**config.mk**
```make
export PLATFORM = sky130hd
export DESIGN_NAME = elu_top
export DESIGN_NICKNAME = d
export VERILOG_FILES = /design/src/elu_pkg.sv /design/src/elu_line_detect.sv /design/src/elu_top.sv
export SDC_FILE = /design/constraint.sdc
export NUM_CORES = 1
export LEC_CHECK = 0
export ABC_AREA = 1
export BUFFER_PORTS_ARGS = -buffer_cell sky130_fd_sc_hd__buf_2
export CORE_MARGIN = 1
export CORE_UTILIZATION = 53
export DETAILED_ROUTE_END_ITERATION = 10
export PLACE_DENSITY = 0.94
export SKIP_CTS_REPAIR_TIMING = 1
export SYNTH_ARGS = -nofsm -noshare
export SYNTH_HDL_FRONTEND = slang
export SYNTH_SLANG_ARGS = --single-unit
```
**constraint.sdc**
```tcl
create_clock -name sys_clk_in -period 2.3 [get_ports sys_clk_in]
set_input_delay 0.345 -clock sys_clk_in [delete_from_list [all_inputs] [get_ports sys_clk_in]]
set_output_delay 0.345 -clock sys_clk_in [all_outputs]
set_load 0.01 [all_outputs]
```
**src/elu_pkg.sv**
```systemverilog
// constants for the external line interrupt unit
//
// Behaviour
// - sense 0: low level requests while low
// - sense 1: only falling edges request
// - enable bit 0 blocks, 1 passes line_irq_out only
// - level mode: low sample sets the flag
// - edge mode: high-to-low change sets flag
// - software only clears flags, by writing 0
// - enable and flag bits reset to 0
package elu_pkg;

  // -----------------------------------------------------------------
  // bus geometry
  // -----------------------------------------------------------------
  localparam int ELU_ADR_W = 24;
  localparam int ELU_DAT_W = 32;
  localparam int ELU_IDX_W = ELU_ADR_W - 2;
  localparam int ELU_LINES = 6;
  localparam int ELU_REG_W = 8;

  // -----------------------------------------------------------------
  // register indexes; the byte address is four times the index
  // -----------------------------------------------------------------
  localparam logic [ELU_IDX_W-1:0] ELU_IDX_SENSE = 22'h0ee014;
  localparam logic [ELU_IDX_W-1:0] ELU_IDX_ENABLE = 22'h0ee015;
  localparam logic [ELU_IDX_W-1:0] ELU_IDX_STATUS = 22'h0ee016;
  localparam logic [ELU_IDX_W-1:0] ELU_IDX_EVENT = 22'h0ee030;
  localparam logic [ELU_IDX_W-1:0] ELU_IDX_EVMASK = 22'h0ee031;

  // -----------------------------------------------------------------
  // field layout and reset values
  // -----------------------------------------------------------------
  localparam int ELU_LINE_LSB = 0;
  localparam int ELU_LINE_MSB = ELU_LINE_LSB + ELU_LINES - 1;
  localparam logic [ELU_LINES-1:0] ELU_SENSE_RST = 6'h00;
  localparam logic [ELU_LINES-1:0] ELU_ENABLE_RST = 6'h00;
  localparam logic [ELU_LINES-1:0] ELU_STATUS_RST = 6'h00;
  localparam logic [ELU_LINES-1:0] ELU_EVENT_RST = 6'h00;
  localparam logic [ELU_LINES-1:0] ELU_EVMASK_RST = 6'h00;
  localparam logic [ELU_DAT_W-1:0] ELU_DAT_RST = 32'h0000_0000;
  localparam logic ELU_PIN_IDLE = 1'b1;

  // sense selection codes
  localparam logic ELU_SENSE_LEVEL = 1'b0;
  localparam logic ELU_SENSE_EDGE = 1'b1;

  // -----------------------------------------------------------------
  // timing: bus answer follows the request by one cycle
  // -----------------------------------------------------------------
  localparam int ELU_ACK_LAT = 1;

endpackage : elu_pkg

```
**src/elu_line_detect.sv**
```systemverilog
// request condition detector for one external request line
module elu_line_detect
  import elu_pkg::*;
(
  // clock and reset
  input wire logic sys_clk_in,
  input wire logic rst_n_in,
  // line and its mode
  input wire logic req_n_in,
  input wire logic edge_mode_in,
  // condition seen this cycle
  output logic set_out
);

  // ---------------------------------------------------------------
  // state
  // ---------------------------------------------------------------
  typedef struct packed {
    logic prev;
  } elu_det_t;

  elu_det_t st;
  elu_det_t next_st;

  // level mode follows the pin, edge mode needs high then low
  always_comb begin
    next_st = st;
    next_st.prev = req_n_in;
    if (edge_mode_in == ELU_SENSE_EDGE) begin
      set_out = st.prev & ~req_n_in;
    end else begin
      set_out = ~req_n_in;
    end
  end

  // previous pin sample, idle high out of reset
  always_ff @(posedge sys_clk_in or negedge rst_n_in) begin
    if (!rst_n_in) begin
      st.prev <= ELU_PIN_IDLE;
    end else begin
      st <= next_st;
    end
  end

endmodule : elu_line_detect

```
**src/elu_top.sv**
```systemverilog
// external line interrupt unit with a classic wishbone slave
module elu_top
  import elu_pkg::*;
(
  // clock and reset
  input wire logic sys_clk_in,
  input wire logic rst_n_in,
  // wishbone slave
  input wire logic wb_cyc_in,
  input wire logic wb_stb_in,
  input wire logic wb_we_in,
  input wire logic [ELU_ADR_W-1:0] wb_adr_in,
  input wire logic [3:0] wb_sel_in,
  input wire logic [ELU_DAT_W-1:0] wb_dat_in,
  output logic [ELU_DAT_W-1:0] wb_dat_out,
  output logic wb_ack_out,
  // external request lines, active low
  input wire logic [ELU_LINES-1:0] line_req_n_in,
  // per-line requests to the cpu and summary interrupt
  output logic [ELU_LINES-1:0] line_irq_out,
  output logic irq_out
);

  // ---------------------------------------------------------------
  // state
  // ---------------------------------------------------------------
  typedef struct packed {
    logic [ELU_LINES-1:0] sense;
    logic [ELU_LINES-1:0] enable;
    logic [ELU_LINES-1:0] flags;
    logic [ELU_LINES-1:0] event_st;
    logic [ELU_LINES-1:0] event_mask;
    logic [ELU_LINES-1:0] line_irq;
    logic irq;
    logic ack;
    logic [ELU_DAT_W-1:0] dat;
  } elu_state_t;

  elu_state_t st;
  elu_state_t next_st;

  // ---------------------------------------------------------------
  // decode helpers
  // ---------------------------------------------------------------

  // true when the word address selects the given register index
  function automatic logic elu_hit(
    input logic [ELU_ADR_W-1:0] adr,
    input logic [ELU_IDX_W-1:0] idx
  );
    elu_hit = (adr[ELU_ADR_W-1:2] == idx);
  endfunction : elu_hit

  // zero-extend a line vector into a bus word
  function automatic logic [ELU_DAT_W-1:0] elu_word(
    input logic [ELU_LINES-1:0] v
  );
    elu_word = {{(ELU_DAT_W-ELU_LINES){1'b0}}, v};
  endfunction : elu_word

  // ---------------------------------------------------------------
  // line condition detectors
  // ---------------------------------------------------------------
  logic [ELU_LINES-1:0] set_vec;

  // one detector per external line, mode taken from the sense bits
  genvar gi;
  generate
    for (gi = 0; gi < ELU_LINES; gi = gi + 1) begin : g_line
      elu_line_detect u_det (
        .sys_clk_in(sys_clk_in),
        .rst_n_in(rst_n_in),
        .req_n_in(line_req_n_in[gi]),
        .edge_mode_in(st.sense[gi]),
        .set_out(set_vec[gi])
      );
    end
  endgenerate

  // ---------------------------------------------------------------
  // bus qualifiers
  // ---------------------------------------------------------------
  logic bus_req;
  logic bus_done;
  logic bus_wr;
  logic bus_rd;
  logic lane0;
  logic hit_sense;
  logic hit_enable;
  logic hit_status;
  logic hit_event;
  logic hit_evmask;

  // the access commits at the edge where the master sees ack
  assign bus_req = wb_cyc_in & wb_stb_in;
  assign bus_done = bus_req & st.ack;
  assign bus_wr = bus_done & wb_we_in;
  assign bus_rd = bus_done & ~wb_we_in;
  assign lane0 = wb_sel_in[0];
  assign hit_sense = elu_hit(wb_adr_in, ELU_IDX_SENSE);
  assign hit_enable = elu_hit(wb_adr_in, ELU_IDX_ENABLE);
  assign hit_status = elu_hit(wb_adr_in, ELU_IDX_STATUS);
  assign hit_event = elu_hit(wb_adr_in, ELU_IDX_EVENT);
  assign hit_evmask = elu_hit(wb_adr_in, ELU_IDX_EVMASK);

  // ---------------------------------------------------------------
  // next state
  // ---------------------------------------------------------------
  logic [ELU_LINES-1:0] wr_bits;
  logic [ELU_LINES-1:0] flag_clr;
  logic [ELU_LINES-1:0] event_clr;

  always_comb begin
    next_st = st;
    wr_bits = wb_dat_in[ELU_LINE_MSB:ELU_LINE_LSB];
    flag_clr = '0;
    event_clr = '0;

    // ack one cycle after the request, dropped in the following one
    next_st.ack = bus_req & ~st.ack;

    // plain read/write control registers, low lane only
    if (bus_wr && lane0 && hit_sense) begin
      next_st.sense = wr_bits;
    end
    if (bus_wr && lane0 && hit_enable) begin
      next_st.enable = wr_bits;
    end
    if (bus_wr && lane0 && hit_evmask) begin
      next_st.event_mask = wr_bits;
    end

    // zeros written to the status register clear, ones keep
    if (bus_wr && lane0 && hit_status) begin
      flag_clr = ~wr_bits;
    end
    // reading the event register clears only the bits the read returned,
    // so an event landing while the access is open is not lost
    if (bus_rd && hit_event) begin
      event_clr = st.dat[ELU_LINE_MSB:ELU_LINE_LSB];
    end

    // a new condition wins over a clear in the same cycle
    next_st.flags = (st.flags & ~flag_clr) | set_vec;
    next_st.event_st = (st.event_st & ~event_clr) | (set_vec & ~st.flags);

    // per-line requests and summary level
    next_st.line_irq = next_st.flags & next_st.enable;
    next_st.irq = |(next_st.event_st & next_st.event_mask);

    // read data loaded together with ack, zero elsewhere
    next_st.dat = ELU_DAT_RST;
    if (bus_req && !st.ack && !wb_we_in) begin
      if (hit_sense) begin
        next_st.dat = elu_word(st.sense);
      end else if (hit_enable) begin
        next_st.dat = elu_word(st.enable);
      end else if (hit_status) begin
        next_st.dat = elu_word(st.flags);
      end else if (hit_event) begin
        next_st.dat = elu_word(st.event_st);
      end else if (hit_evmask) begin
        next_st.dat = elu_word(st.event_mask);
      end else begin
        next_st.dat = ELU_DAT_RST;
      end
    end
  end

  // ---------------------------------------------------------------
  // state register
  // ---------------------------------------------------------------
  always_ff @(posedge sys_clk_in or negedge rst_n_in) begin
    if (!rst_n_in) begin
      st.sense <= ELU_SENSE_RST;
      st.enable <= ELU_ENABLE_RST;
      st.flags <= ELU_STATUS_RST;
      st.event_st <= ELU_EVENT_RST;
      st.event_mask <= ELU_EVMASK_RST;
      st.line_irq <= '0;
      st.irq <= 1'b0;
      st.ack <= 1'b0;
      st.dat <= ELU_DAT_RST;
    end else begin
      st <= next_st;
    end
  end

  // outputs straight from the state register
  assign wb_dat_out = st.dat;
  assign wb_ack_out = st.ack;
  assign line_irq_out = st.line_irq;
  assign irq_out = st.irq;

  logic [ELU_LINES-1:0] lvl_hits;
  logic [ELU_LINES-1:0] keep_mask;
  logic [ELU_LINES-1:0] clr_mask;
  logic [ELU_LINES-1:0] flags_w;

  // helper vectors sampled by the checks below
  assign lvl_hits = ~line_req_n_in & ~st.sense;
  assign keep_mask = st.flags & wb_dat_in[ELU_LINE_MSB:ELU_LINE_LSB];
  assign clr_mask = ~wb_dat_in[ELU_LINE_MSB:ELU_LINE_LSB] & ~set_vec;
  assign flags_w = st.flags;

  logic [ELU_LINES-1:0] ev_new;
  logic [ELU_LINES-1:0] ev_w;
  logic [ELU_LINES-1:0] shown_ev;

  // event inputs and the event bits that a read has returned
  assign ev_new = set_vec & ~st.flags;
  assign ev_w = st.event_st;
  assign shown_ev = st.dat[ELU_LINE_MSB:ELU_LINE_LSB] & ~ev_new;

  generate
    for (gi = 0; gi < ELU_LINES; gi = gi + 1) begin : g_chk

    end
  endgenerate
endmodule : elu_top
```
# After elaboration in Yosys (flattened, before gate mapping)
# Cells that the tools add are included.
[classes]
reduce_logical = 11
n_eq_ne = 5
addsub = 0
muxes = 16
n_bitwise = 30
shift = 0
n_mul = 0
div_mod_pow = 0
order_cmp = 0
[op_table]
columns = ["cell", "count"]
rows = [
  ["$eq A22 B20 Y1 const B", 5],
  ["$mux W6", 10],
  ["$and A6 B6 Y6", 5],
  ["$not A6 Y6", 4],
  ["$or A6 B6 Y6", 2],
  ["$and A1 B1 Y1", 11],
  ["$logic_and A1 B1 Y1", 8],
  ["$not A1 Y1", 8],
  ["$mux W1", 6],
  ["$reduce_or A6 Y1", 1],
  ["$logic_not A1 Y1", 2],
]
[word_totals]
output_inout_bits = 40
romBits = 0
ramBits = 0
memories = 0
register_bits = 76
latchBits = 0
elab_cells = 77
in_bits = 71

# Logic depth before layout (Yosys ltp)
# Gate-level depths: netlist of the first run.
[depth]
depth_word = 10
ltp_mapped = 13

# Modules after synthesis
# Synthesis of the first run repeated with hierarchy kept, for this count alone.
[hier_totals]
hier_cells = 379
hier_area_um2 = 2896.5
[modules_own_cells]
columns = ["mod", "instances", "area_each_um2", "seq_area_each_um2", "cells_per_inst"]
rows = [
  ["elu_top", 1, 2663.8, 1101.1, 361],
  ["elu_line_detect", 6, 38.8, 26.3, 3],
]

# Worst setup path after synthesis of the first run
# No wires, ideal clock.
[synth_timing]
path_type = "in2reg"
start = "input wb_adr_in[18]"
end = "register st, in the netlist irq_out"
slack_ns = 0.835
arrival_ns = 1.346
cell_stages = 12
setup_time_ns = 0.119
cell_sequence = "inv_1 > nand2_1 > nor2_1 > nand3_2 > nor2_4 > nand3_1 > nand2_1 > nand2_1 > nand2_1 > nand2_1 > nor2_1 > nand2_1"
[synth_lines]
columns = ["element", "line_no", "rtl"]
rows = [
  ["start, declared", "elu_top.sv:12", "input wire logic [ELU_ADR_W-1:0] wb_adr_in,"],
  ["end signal, assigned", "elu_top.sv:185", "st <= next_st;"],
  ["end, declared", "elu_top.sv:39", "elu_state_t st;"],
]

==> run metrics, run 1 <==
final design utilization 0.615; LEAKAGE 1.74 nW; vias in the first global route 2,429; Reg2Reg Launch Point wb_ack_out; core area 0.00520 mm^2; Setup violations, final 0; Place WS 0.441 ns; Avg Cell Area, Syn 8.11 um^2; Bufs on Longest Clock Path 2; first-pass GRT wire length 10,900 um; Worst-Skew Late Latency 0.30 ns; Yosys reg bits 50; Slew Viols, Final 0; total power 1.64 mW; Post-layout nets 480; ANT nets after route 0; Clk network pwr share 0.367; root buf cell clkbuf_8; Top delay family on crit path simple AND/OR/NAND/NOR gates; setup ws final 0.567 ns; CP max FO 7; drt drc 0; die width 76.3 um; die height 76.3 um; sequential area share after synthesis 0.430; min cycle time layout 1.73 ns; Final Cycle Share 0.753; fillers 422; first-pass detailed-route iteration total 5; final wirelength 6360 um; Post-synth EDFFs 0; area of the multi-input gates 0.00125 mm^2; critical path's slowest cell dfrtp_1; DR vias 2,479; DRT iter0 DRCs 247; # diodes 0; Netlist cell types 30; synth warn 0; Sw Ratio 0.231; worst reg2reg path depth 9; top-count cell post-synth nand2_1; Comb power frac 0.086; GPL Wtd Cong 0.848; biggest cell delay along the critical path 0.38 ns; Max VDD drop 0.438 mV; Hold Fails Final Rpt 0; Worst setup SP type flip-flop; mapped cell area 0.00293 mm^2; IO Pins 111; Detail Placement HPWL 4860 um; top cells by count, synth nand2_1 (73), inv_1 (54), dfrtp_1 (44); drt via density 5.16; grt ovf 0; Slew HR 0.433; site row count 26; WL per Instance 13.3 um; initial antenna violation count 0; Area growth syn-to-layout 9.35%; worst-path cell chain nand3_1 > nor2_2 > nand4_4 > nor2_1 > nor2_2 > nand2_1 > nand2_1 > nor2_1 > nand2_1; unrepaired setup endpoints after global routing no; CTS buffer count 5; Fin Setup TNS 0 ns; Worst Skew 0.0124 ns; Most used DFF post-synth dfrtp_1; Clock Sinks 50; layout cells sized above 1 0.259; reg2reg end irq_out; CP Capture Type flip-flop; Slew @ Worst Pin 0.851 ns; FFs w/ async S/R, synth 1.00; pwr dens 512 mW/mm^2; sequential group share of total power 0.548; CTS tree built; Clock transition at path regs 0.09 ns; Synth top area share 0.376; die area 0.00583 mm^2; GRT Total Usage 0.234; max frequency 577 MHz; cell mode on critical path nand2_1; Internal 1.26 mW; Post-Synthesis Cells 361; WP data required 2.50 ns; Starting Density 0.563; Register Area 0.00126 mm^2; max-cap violation count 0; H-tree Lvls 2; status complete, no violations; port bufs 53; Crit path arrival time 1.93 ns; Hold Crit Class in2async; top cells by area, synth dfrtp_1 (38%), buf_4 (10%), nand2_1 (9.4%), inv_1 (6.9%), dfstp_2 (5.4%); largest net degree at the start of global routing 41; Yosys top cell by area dfrtp_1; worst path bufs/invs 0; CP Class reg2reg; FF-to-FF setup slack 0.57 ns; Psw 0.379 mW
[stage by stage]
stage / hold slack (ns) / cells / cell area [um^2]
2_1_floorplan: 0.0494 / 386 / 3020
3_3_place_gp: 0.444 / 472 / 3100
3_5_place_dp: 0.462 / 472 / 3100
4_1_cts: 0.136 / 480 / 3200
5_1_grt: 0.130 / 480 / 3200
6_report: 0.137 / 480 / 3200
[placed cells by master (no fill, tap or decap), drive strengths merged, types with 7 or more instances in the layout]
| master | instances |
|---|---|
| nand3 | 30 |
| a21oi | 13 |
| o21ai | 25 |
| dfrtp | 44 |
| nor2 | 43 |
| conb | 26 |
| nand2 | 78 |
| buf | 57 |
| clkbuf | 7 |
| nand4 | 10 |
| inv | 54 |
[worst max path at each step]
stage	slack [ns]	to	cells after the start	start
floorplan	0.84	irq_out	12	wb_adr_in[18]
global placement	0.47	st[64]	8	wb_adr_in[5]
detailed placement	0.44	st[64]	8	wb_adr_in[5]
CTS	0.59	line_irq_out[1]	6	wb_ack_out
global route	0.46	irq_out	9	wb_ack_out
finish	0.57	irq_out	9	wb_ack_out
[per-layer routing]
metal  vias to the layer above  global-route usage  wire length (um)
met5                         -                   0                 0
met1                      1132               0.285              2520
met3                        29              0.0491               463
met2                       145               0.386              3160
met4                         0               0.127               218
li1                       1173                   -                 -
[power groups by stage]
stage                     Sequential (mW)  Clock, mW  Combinational, mW
after floorplan                     0.915          0             0.0984
after global placement              0.914          0              0.135
after detailed placement            0.915          0              0.140
after CTS                           0.898      0.609              0.140
after global routing                0.900      0.651              0.160
final                               0.899      0.601              0.141
[cell families after synthesis]
group	after synthesis	synth area share
AO/OA/AOI/OAI	45	0.0893
buffers and inverters	95	0.175
flip-flops	50	0.430
multiplexers	1	0.00384
other	1	0.00128
AND/OR/NAND/NOR	169	0.301
[cell type report]
cell class | count | share of cell area
Sequential cell | 50 | 0.393
Inverter | 54 | 0.0633
Multi-Input combinational cell | 241 | 0.391
Tap cell | 70 | 0.0273
Clock buffer | 7 | 0.0238
Timing Repair Buffer | 57 | 0.0922
Clock inverter | 1 | 0.00938
[sequential cells by signal (all words and copies together) (netlist names)]
| name | count |
|---|---|
| ev_w | 6 |
| wb_dat_out | 6 |
| irq_out | 1 |
| g_line.u_det.st | 6 |
| line_irq_out | 6 |
| st | 18 |
| flags_w | 6 |
| wb_ack_out | 1 |
No activity file was read; power rests on OpenSTA's default activity.
==> run 2: changes to the inputs <==
- CORE_UTILIZATION: 53 -> 45
- PLACE_DENSITY: 0.94 -> 0.86
- clock period: 2.3 -> 1.4 ns (I/O delays scaled with it)
==> run metrics, run 2 (synthesis results as in run 1) <==
setup ws final -0.0804 ns (-0.648 ns); WP data required 1.60 ns (-0.90 ns); CTS tree built; DR vias 2,411 (-2.7%); DRT iter0 DRCs 141 (-43%); site row count 29 (+12%); die height 82.7 um (+8.3%); LEAKAGE 1.87 nW (+7.8%); first-pass GRT wire length 10,000 um (-7.5%); pwr dens 722 mW/mm^2 (+41%); cell mode on critical path nand2_1; H-tree Lvls 2 (unchanged); largest net degree at the start of global routing 51 (+24%); first-pass detailed-route iteration total 4 (-1); die width 82.7 um (+8.3%); status finished, violations left; layout cells sized above 1 0.346 (+0.0871); Bufs on Longest Clock Path 2 (unchanged); Hold Fails Final Rpt 0 (unchanged); port bufs 53 (unchanged); GRT Total Usage 0.197 (-0.0365); ANT nets after route 0 (unchanged); Most flops, register st; unrepaired setup endpoints after global routing yes; critical path's slowest cell dfrtp_1; CP Capture Type flip-flop; # diodes 0 (unchanged); Hold Crit Class in2reg; grt ovf 0 (unchanged); Final Cycle Share 1.06 (+0.304); biggest cell delay along the critical path 0.38 ns (about the same); WL per Instance 12.6 um (-4.9%); Clock transition at path regs 0.09 ns (about the same); Slew Viols, Final 0 (unchanged); core area 0.00631 mm^2 (+21%); Detail Placement HPWL 4910 um (+1.1%); Fin Setup TNS -0.144 ns (-0.144 ns); drt drc 0 (unchanged); Crit path arrival time 1.68 ns (-0.25 ns); Area growth syn-to-layout 19.5%; CTS buffer count 5 (unchanged); worst path bufs/invs 0 (unchanged); GPL Wtd Cong 0.881 (+3.9%); CP Class reg2reg; Top delay family on crit path simple AND/OR/NAND/NOR gates; root buf cell clkbuf_8; Worst setup SP type flip-flop; Clock Sinks 50 (unchanged); max FFs per register 18 (unchanged); most frequent cells in the layout nand2_1 (67), buf_2 (53), inv_1 (51); min cycle time layout 1.48 ns (-0.252 ns); final wirelength 6440 um (+1.2%); failing checks setup timing; max-cap violation count 0 (unchanged); worst-path cell chain nand3_2 > nor2_4 > nand4_4 > nor2_2 > nor2_2 > nand2_1 > nand2_1 > nor2_1 > nand2_1; max frequency 675 MHz (+17%); CP max FO 7 (unchanged); Max VDD drop 0.459 mV (+4.7%); Post-layout nets 505 (+5.2%); drt via density 4.72 (-8.6%); die area 0.00684 mm^2 (+17%); Worst Skew 0.00712 ns (-0.00524 ns); vias in the first global route 2,317 (-4.6%); Setup violations, final 4 (+4); total power 2.53 mW (+54%); Starting Density 0.464 (-0.0988); IO Pins 111 (unchanged); commonest non-fill, non-tap cell in the layout nand2_1; initial antenna violation count 0 (unchanged); Worst-Skew Late Latency 0.30 ns (about the same)
## run 2: cell count changes in the layout (fill, tap and decap cells not counted), sizes merged
cell,change
dlygate4sd3,+1
bufinv,-1
buf,+24
## run 2: cell type report
class                   count  area (um^2)
fillers                   540         2810
multi-input cells         241         1340
flip-flops and latches     50         1260
repair buffers             82          526
inverters                  54          203
well taps                  77         96.3
clock buffers               7         76.3
## run 2: per-stage QoR
| stage | worst slack [ns] | util | cell area (um^2) | cells | hold slack, ns |
|---|---|---|---|---|---|
| after floorplan | 0.000877 | - | 3030 | 386 | -0.0856 |
| after global routing | -0.136 | 0.554 | 3500 | 511 | 0.00534 |
| after global placement | -0.178 | 0.523 | 3300 | 501 | 0.214 |
| final | -0.0804 | 0.554 | 3500 | 511 | 0.0115 |
| after detailed placement | -0.284 | 0.523 | 3300 | 501 | 0.216 |
| after CTS | -0.124 | 0.535 | 3380 | 508 | -0.116 |
## run 2: worst paths after layout
check / depth (start not counted) / slack (ns) / from / endpoint
worst max-delay path: 9 / -0.08 / wb_ack_out / irq_out
max in group asynchronous: 3 / 0.69 / rst_n_in / g_line[1].u_det.st
worst min register to register: 2 / 0.51 / st[59] / st[59]
min in group asynchronous: 3 / 0.41 / rst_n_in / st[68]
worst max register to register: 9 / -0.08 / wb_ack_out / irq_out
worst min-delay path: 1 / 0.01 / line_req_n_in[0] / g_line[0].u_det.st
## run 2: power by group
part | internal (mW) | leakage, nW | total, mW | switching, mW
clock | 0.345 | 0.0383 | 0.782 | 0.437
combinational | 0.0955 | 1.22 | 0.269 | 0.174
sequential | 1.47 | 0.616 | 1.48 | 0.00827
total | 1.91 | 1.87 | 2.53 | 0.619
## run 2: layer usage
metal  global-route usage  part of all wire  up-vias  routed length [um]
li1                     -                 -     1218                   -
met1                0.231              0.42     1099                2720
met2                0.346              0.50       82                3220
met3               0.0385             0.051       12                 328
met4               0.0914             0.028        0                 178
met5                    0                 0        -                   0
## run 2: worst reg2reg max path, cell delays in order (launching register included)
cell and delay, ns:
dfrtp_1 0.38, nand3_2 0.10, nor2_4 0.18, nand4_4 0.21, nor2_2 0.16, nor2_2 0.06
nand2_1 0.07, nand2_1 0.08, nor2_1 0.09, nand2_1 0.06
